$ cat src/ssar_pkg.sv
/*
  Shared constants and types for the serial converter readout link.
  Assumes a 250 MHz system clock on both ends of the link.
*/
package ssar_pkg;
  localparam int SSAR_CLK_PERIOD_NS = 4; // System clock period
  localparam int SSAR_FRAME_BITS = 16; // Clocks per frame
  localparam int SSAR_TRACK_EDGE = 13; // Falling edges before tracking
  localparam int SSAR_LAST_LAUNCH = 15; // Edge that launches the last bit
  localparam int SSAR_LEAD_ZEROS = 4; // Leading zero bits
  localparam int SSAR_RES12 = 12; // Wide variant width
  localparam int SSAR_RES10 = 10; // Narrow variant width
  localparam int SSAR_ACQ_NS = 290; // Least acquisition time
  localparam int SSAR_QUIET_NS = 60; // Least quiet time
  localparam int SSAR_ACQ_CYC = (SSAR_ACQ_NS + SSAR_CLK_PERIOD_NS - 1) / SSAR_CLK_PERIOD_NS;
  localparam int SSAR_QUIET_CYC = (SSAR_QUIET_NS + SSAR_CLK_PERIOD_NS - 1) / SSAR_CLK_PERIOD_NS;
  localparam int SSAR_HALF_DIV = 8; // Host half period of serial clock in cycles
  localparam logic [4:0] SSAR_CNT_ZERO = 5'h00; // Counter reset value
  localparam logic [11:0] SSAR_WORD_ZERO = 12'h000; // Word reset value
  typedef enum logic [1:0] {SSAR_IDLE, SSAR_RUN, SSAR_GAP} ssar_state_t;
endpackage

$ cat src/ssar_if.sv
/*
  Interface carrying the frame select, serial clock and serial result line.
  Assumes the bench resolves the result line from its output enable.
*/
`timescale 1ns/10ps
`default_nettype none
interface ssar_if;
  logic frame_sel_n; // Frame select, active low
  logic sclk; // Serial clock from host
  logic serial_result_out; // Device data level
  logic serial_result_oe; // High while device drives line
  modport dev (input frame_sel_n, input sclk, output serial_result_out, output serial_result_oe);
  modport host (output frame_sel_n, output sclk, input serial_result_out, input serial_result_oe);
endinterface
`default_nettype wire

$ cat src/ssar_buf2.sv
/*
  Two-entry valid/ready buffer for result words.
  Assumes both sides run on sys_clk with synchronous reset.
*/
`timescale 1ns/10ps
`default_nettype none
module ssar_buf2
  import ssar_pkg::*;
(
  input wire logic sys_clk,
  input wire logic rst,
  input wire logic in_valid,
  output logic in_ready,
  input wire logic [11:0] in_data,
  output logic out_valid,
  input wire logic out_ready,
  output logic [11:0] out_data
);
  typedef struct packed {
    logic [1:0][11:0] mem; // Entries
    logic rd; // Read slot
    logic wr; // Write slot
    logic [1:0] cnt; // Fill level
  } ssar_buf_t;
  ssar_buf_t st_r, st_nxt;
  logic push, pop;

  // Handshake terms
  assign in_ready = (st_r.cnt != 2'h2);
  assign out_valid = (st_r.cnt != 2'h0);
  assign out_data = st_r.mem[st_r.rd];
  assign push = in_valid && in_ready;
  assign pop = out_valid && out_ready;

  // Next state
  always_comb begin
    st_nxt = st_r;
    if (push) begin
      st_nxt.mem[st_r.wr] = in_data;
      st_nxt.wr = ~st_r.wr;
    end
    if (pop) begin
      st_nxt.rd = ~st_r.rd;
    end
    if (push && !pop) begin
      st_nxt.cnt = st_r.cnt + 2'h1;
    end else if (pop && !push) begin
      st_nxt.cnt = st_r.cnt - 2'h1;
    end
  end

  // State register
  always_ff @(posedge sys_clk) begin
    if (rst) begin
      st_r <= '0;
    end else begin
      st_r <= st_nxt;
    end
  end
endmodule
`default_nettype wire

$ cat src/ssar_host.sv
/*
  Host end: makes the serial clock by division, frames conversions and
  collects the result words through a two-entry buffer.
  Assumes the device end follows the same frame timing.
*/
`timescale 1ns/10ps
`default_nettype none
module ssar_host
  import ssar_pkg::*;
#(
  parameter bit NARROW = 1'b0 // Ten-bit variant when set
) (
  input wire logic sys_clk,
  input wire logic rst,
  ssar_if.host link,
  input wire logic start,
  output logic busy,
  output logic word_valid,
  input wire logic word_ready,
  output logic [11:0] word_data
);
  typedef struct packed {
    ssar_state_t state; // Sequencer
    logic cs_n; // Frame select drive
    logic ck; // Serial clock drive
    logic [3:0] div; // Half period count
    logic [4:0] cnt; // Falling edges made
    logic [1:0] d_s; // Data synchroniser
    logic [15:0] sh; // Captured bits
    logic push; // Word offer
    logic [11:0] word; // Offered word
    logic [7:0] gap; // Acquisition and quiet wait
  } ssar_host_t;
  ssar_host_t st_r, st_nxt;
  logic in_ready;
  localparam int GAP_CYC = (SSAR_ACQ_CYC > SSAR_QUIET_CYC) ? SSAR_ACQ_CYC : SSAR_QUIET_CYC;

  assign link.frame_sel_n = st_r.cs_n;
  assign link.sclk = st_r.ck;
  assign busy = (st_r.state != SSAR_IDLE) || st_r.push;

  ssar_buf2 u_buf (
    .sys_clk(sys_clk),
    .rst(rst),
    .in_valid(st_r.push),
    .in_ready(in_ready),
    .in_data(st_r.word),
    .out_valid(word_valid),
    .out_ready(word_ready),
    .out_data(word_data)
  );

  // Sequencer; a pending word stalls new frames
  always_comb begin
    st_nxt = st_r;
    st_nxt.d_s = {st_r.d_s[0], link.serial_result_out};
    if (st_r.push && in_ready) begin
      st_nxt.push = 1'b0;
    end
    case (st_r.state)
      SSAR_IDLE: begin
        if (start && !st_r.push) begin
          st_nxt.cs_n = 1'b0;
          st_nxt.cnt = SSAR_CNT_ZERO;
          st_nxt.div = 4'h0;
          st_nxt.state = SSAR_RUN;
        end
      end
      SSAR_RUN: begin
        st_nxt.div = st_r.div + 4'h1;
        if (st_r.div == 4'(SSAR_HALF_DIV - 1)) begin
          st_nxt.div = 4'h0;
          st_nxt.ck = ~st_r.ck;
          if (st_r.ck) begin
            // Capture at falling edge, full sixteen clocks
            st_nxt.sh = {st_r.sh[14:0], st_r.d_s[1]};
            st_nxt.cnt = st_r.cnt + 5'h01;
            if (st_r.cnt == 5'(SSAR_FRAME_BITS - 1)) begin
              st_nxt.cs_n = 1'b1;
              st_nxt.push = 1'b1;
              st_nxt.word = NARROW ? {st_r.sh[10:1], 2'h0} : {st_r.sh[10:0], st_r.d_s[1]};
              st_nxt.gap = 8'h00;
              st_nxt.state = SSAR_GAP;
            end
          end
        end
      end
      SSAR_GAP: begin
        // Hold select high for acquisition and quiet time
        // Slower than the advised eighteen-clock frame, but same margins
        st_nxt.gap = st_r.gap + 8'h01;
        if (st_r.gap == 8'(GAP_CYC)) begin
          st_nxt.state = SSAR_IDLE;
        end
      end
      default: begin
        st_nxt.state = SSAR_IDLE;
      end
    endcase
  end

  // State register
  always_ff @(posedge sys_clk) begin
    if (rst) begin
      st_r <= '0;
      st_r.state <= SSAR_IDLE;
      st_r.cs_n <= 1'b1;
    end else begin
      st_r <= st_nxt;
    end
  end
endmodule
`default_nettype wire

$ cat src/flat_wrapper.sv
// flat-port wrapper written by rule: the top's interface ports become plain ports
module ssar_host_flat import ssar_pkg::*;
#(
  parameter bit NARROW = 1'b0                            
)
  (sys_clk, rst, start, busy, word_valid, word_ready, word_data, link_frame_sel_n, link_sclk, link_serial_result_out, link_serial_result_oe);
  ssar_if link_i ();
  input wire logic sys_clk;
  input wire logic rst;
  input wire logic start;
  output logic busy;
  output logic word_valid;
  input wire logic word_ready;
  output logic [11:0] word_data;
  output wire logic [$bits(link_i.frame_sel_n)-1:0] link_frame_sel_n;
  output wire logic [$bits(link_i.sclk)-1:0] link_sclk;
  input wire logic [$bits(link_i.serial_result_out)-1:0] link_serial_result_out;
  input wire logic [$bits(link_i.serial_result_oe)-1:0] link_serial_result_oe;
  assign link_frame_sel_n = link_i.frame_sel_n;
  assign link_sclk = link_i.sclk;
  assign link_i.serial_result_out = link_serial_result_out;
  assign link_i.serial_result_oe = link_serial_result_oe;
  ssar_host #(.NARROW(NARROW)) u_core (.sys_clk(sys_clk), .rst(rst), .link(link_i), .start(start), .busy(busy), .word_valid(word_valid), .word_ready(word_ready), .word_data(word_data));
endmodule
$ cat config.mk
export PLATFORM = sky130hd
export DESIGN_NAME = ssar_host_flat
export DESIGN_NICKNAME = d
export VERILOG_FILES = /design/src/ssar_pkg.sv /design/src/ssar_if.sv /design/src/ssar_buf2.sv /design/src/ssar_host.sv /design/src/flat_wrapper.sv
export SDC_FILE = /design/constraint.sdc
export NUM_CORES = 1
export LEC_CHECK = 0
export BUFFER_PORTS_ARGS = -buffer_cell sky130_fd_sc_hd__buf_2
export CAP_MARGIN = 15
export CORE_MARGIN = 1.5
export CORE_UTILIZATION = 45
export CTS_BUF_LIST = sky130_fd_sc_hd__clkbuf_16
export CTS_CLUSTER_SIZE = 16
export DETAILED_ROUTE_END_ITERATION = 10
export PLACE_DENSITY = 0.63
export SYNTH_ARGS = -nofsm -noshare
export SYNTH_HDL_FRONTEND = slang
export SYNTH_SLANG_ARGS = --single-unit
export TNS_END_PERCENT = 5
$ cat constraint.sdc
create_clock -name sys_clk -period 4.8 [get_ports sys_clk]
set_clock_uncertainty 0.1 [all_clocks]
set_input_delay 0.72 -clock sys_clk [delete_from_list [all_inputs] [get_ports sys_clk]]
set_output_delay 0.72 -clock sys_clk [all_outputs]
set_load 0.1 [all_outputs]
==> metrics.md <==
| Metric | Value |
|---|---|
| Run status | `completed` |
| Worst Hold Class | `flop to flop` |
| Reg2reg end | `u_core.st_r[6]$_SDFFE_PP0P_` |
| Min Clock Period, post-route | `2570 ps` |
| Fin nets | `388` |
| Fin crit share | `0.535` |
| DP Area | `3230 um2` |
| Synth async-reset ratio | `0` |
| Power per cell area | `390 nW/um2` |
| Number of enable flip-flop cells after synthesis | `0` |
| # DRC | `0` |
| F_max | `390 MHz` |
| Starting density of the core | `0.462` |
| Fin Hold WS | `338 ps` |
| Fraction of layout cells with a size suffix above 1 | `0.147` |
| Number of global-route vias before repair | `2167` |
| GRT Total Usage | `0.174` |
| Met3 GRT Util | `0.0385` |
| Die Wd | `86.1 um` |
| Clk slew on worst S/H paths | `60 ps` |
| Peak VDD IR | `0.188 mV` |
| TritonRoute pass-1 iters | `4` |
| Wire per inst | `12.7 um` |
| Die Ht | `86.1 um` |
| Met2 usage in global routing | `0.260` |
| Initial antenna violation count | `0` |
| Post-DRT Antenna Nets | `0` |
| # placed instances | `445` |
| Total power | `1.38 mW` |
| Setup TNS | `0 ps` |
| R2R depth | `7` |
| Area of the mapped netlist | `3100 um2` |
| Filler-free cell count of the finished design | `461` |
| Fillers | `639` |
| Post_cts resized | `0` |
| Share of the synthesized area in the top cell type | `0.484` |
| Root Driver | `clkbuf_16` |
| CP Class | `flop to output pin` |
| Worst setup path end | `word_data[10]` |
| Port Buffers | `20` |
| CP required | `3980 ps` |
| ANT cells | `0` |
| Clk_lat worst skew | `330 ps` |
| Syn nets | `373` |
| Clock sink count | `75` |
| Placer Congestion | `0.785` |
| CTS tree | `built` |
| Avg Inst Size Synth | `8.60 um2` |
| HPWL after DPL | `3780 um` |
| Synth warn | `0` |
| GRT Max-Usage Layer | `met2` |
| Pin count of the biggest net entering global routing | `46` |
| Worst Path Max Fanout | `13` |
| Die area | `7410 um2` |
| H-tree levels | `3` |
| Design Area, Final | `3540 um2` |
| First-pass GRT wire length | `10100 um` |
| Critical Path Start Type | `flop` |
| Area grow syn2layout | `13.9%` |
| Cell row count | `30` |
| Vias | `2372` |
| Main synth FF type | `dfxtp_1` |
| R2R Path Start | `u_core.st_r[39]$_SDFFE_PP0P_` |
| Core footprint | `6720 um2` |
| Max capacitance violation total | `0` |
| Post-Route WL | `5840 um` |
| Worst path arrival time | `1750 ps` |
| I/O Pins | `22` |
| Worst-Margin Slew | `814 ps` |
| Setup slack after layout | `2230 ps` |
| TritonCTS Buffers | `9` |
| RSZ-0062 raised after global routing | `false` |
| Grt ovf | `0` |
| Leakage | `1.40 nW` |
| Synth top area cells | `dfxtp_1, nand2_1, a21oi_1` |
| CP endpoint kind | `output pin` |
| Setup bufs post-CTS | `0` |
| FF+latch count, synth | `75` |
| Setup slack after placement | `2530 ps` |
| Initial DRC Count | `92` |
| Clock Tree Buf Depth | `2` |
| M1 GR Usage | `0.234` |
| Leading area contributor after synthesis | `dfxtp_1` |
| Fin. max-slew vios | `0` |
| CTS Hold Bufs | `0` |
| Rel. slew slack | `0.456` |
| Register area share after synthesis | `0.484` |
| DR vias/cell | `5.15` |
| Post-Synthesis Cells | `361` |
| Netlist cell types | `42` |
| Setup violators final | `0` |
| CP Launch Point | `u_core.u_buf.st_r[3]$_SDFFE_PP0P_` |
| Reg-to-reg slack, setup | `2550 ps` |
| Fin. Hold Viols | `0` |
| Fin util | `0.526` |
power by group:
part | switching, mW | internal [mW] | total [mW]
sequential | 0.00967 | 0.628 | 0.638
clock | 0.270 | 0.406 | 0.676
combinational | 0.0462 | 0.0180 | 0.0642
total | 0.326 | 1.05 | 1.38
cell usage in the layout, fill, tap and decap left out, drive strengths merged, types with 2 or more instances in the layout:
cell / n
nor3: 4
nand3b: 2
inv: 9
nand2b: 2
clkbuf: 9
a21oi: 50
mux2: 13
clkinvlp: 2
nand4b: 2
or4: 3
o21ai: 10
or3: 4
a31oi: 2
a31o: 2
a22oi: 2
buf: 22
clkinv: 2
and2: 3
nand4: 2
nand3: 4
nand2: 78
and3: 2
xor2: 5
mux2i: 13
nor2b: 6
ha: 6
dfxtp: 75
nor2: 33
o31ai: 2
worst min path at each step:
| stage | cells after the start | slack [ps] | start | to |
|---|---|---|---|---|
| floorplan | 1 | 310 | u_core.st_nxt[38]$_SDFF_PP0_ | u_core.st_r[38]$_SDFF_PP0_ |
| global placement | 1 | 330 | u_core.st_nxt[38]$_SDFF_PP0_ | u_core.st_r[38]$_SDFF_PP0_ |
| detailed placement | 1 | 330 | u_core.st_nxt[38]$_SDFF_PP0_ | u_core.st_r[38]$_SDFF_PP0_ |
| CTS | 1 | 340 | u_core.st_nxt[38]$_SDFF_PP0_ | u_core.st_r[38]$_SDFF_PP0_ |
| global route | 1 | 370 | u_core.st_nxt[38]$_SDFF_PP0_ | u_core.st_r[38]$_SDFF_PP0_ |
| finish | 1 | 340 | u_core.st_nxt[38]$_SDFF_PP0_ | u_core.st_r[38]$_SDFF_PP0_ |
state kept, by name, indices dropped and copies added (netlist names):
name	count
u_core.link.frame_sel_n	1
u_core.link.sclk	1
u_core.st_nxt	1
u_core.st_r	44
u_core.u_buf.st_r	28
cells in the mapped netlist, drive strengths merged (3+ instances only):
cell     n
xor2     5
o21ai   10
mux2    13
and2     3
nor2    33
nor3     4
clkbuf   9
ha       6
a21oi   50
buf      9
mux2i   13
dfxtp   75
nor2b    6
nand2   78
or3      4
inv      7
nand3    4
or4      3
layout make-up:
cell class              count  area [um2]  share of cell area
flip-flops and latches     75        1500               0.425
multi-input cells         261        1490               0.422
clock buffers               9         225              0.0637
repair buffers             22         115              0.0326
well taps                  80         100              0.0283
clock inverters             7        76.3              0.0216
inverters                   7        26.3             0.00743
routing by layer:
layer / vias to the layer above / share of wire
met5: - / 0
met4: 0 / 0.017
met3: 9 / 0.026
met2: 31 / 0.43
met1: 1076 / 0.53
li1: 1256 / -
critical path: stages (launching register included):
cell     delay (ps)
dfxtp_1         700
mux2_2          410
buf_2           290
kinds of logic after synthesis:
family	synth area share
simple gates	0.222
flops	0.484
compound gates	0.128
mux	0.0891
buf+inv	0.0359
xor+xnor	0.0169
fa+ha+maj	0.0242
No activity file was read; power rests on OpenSTA's default activity.
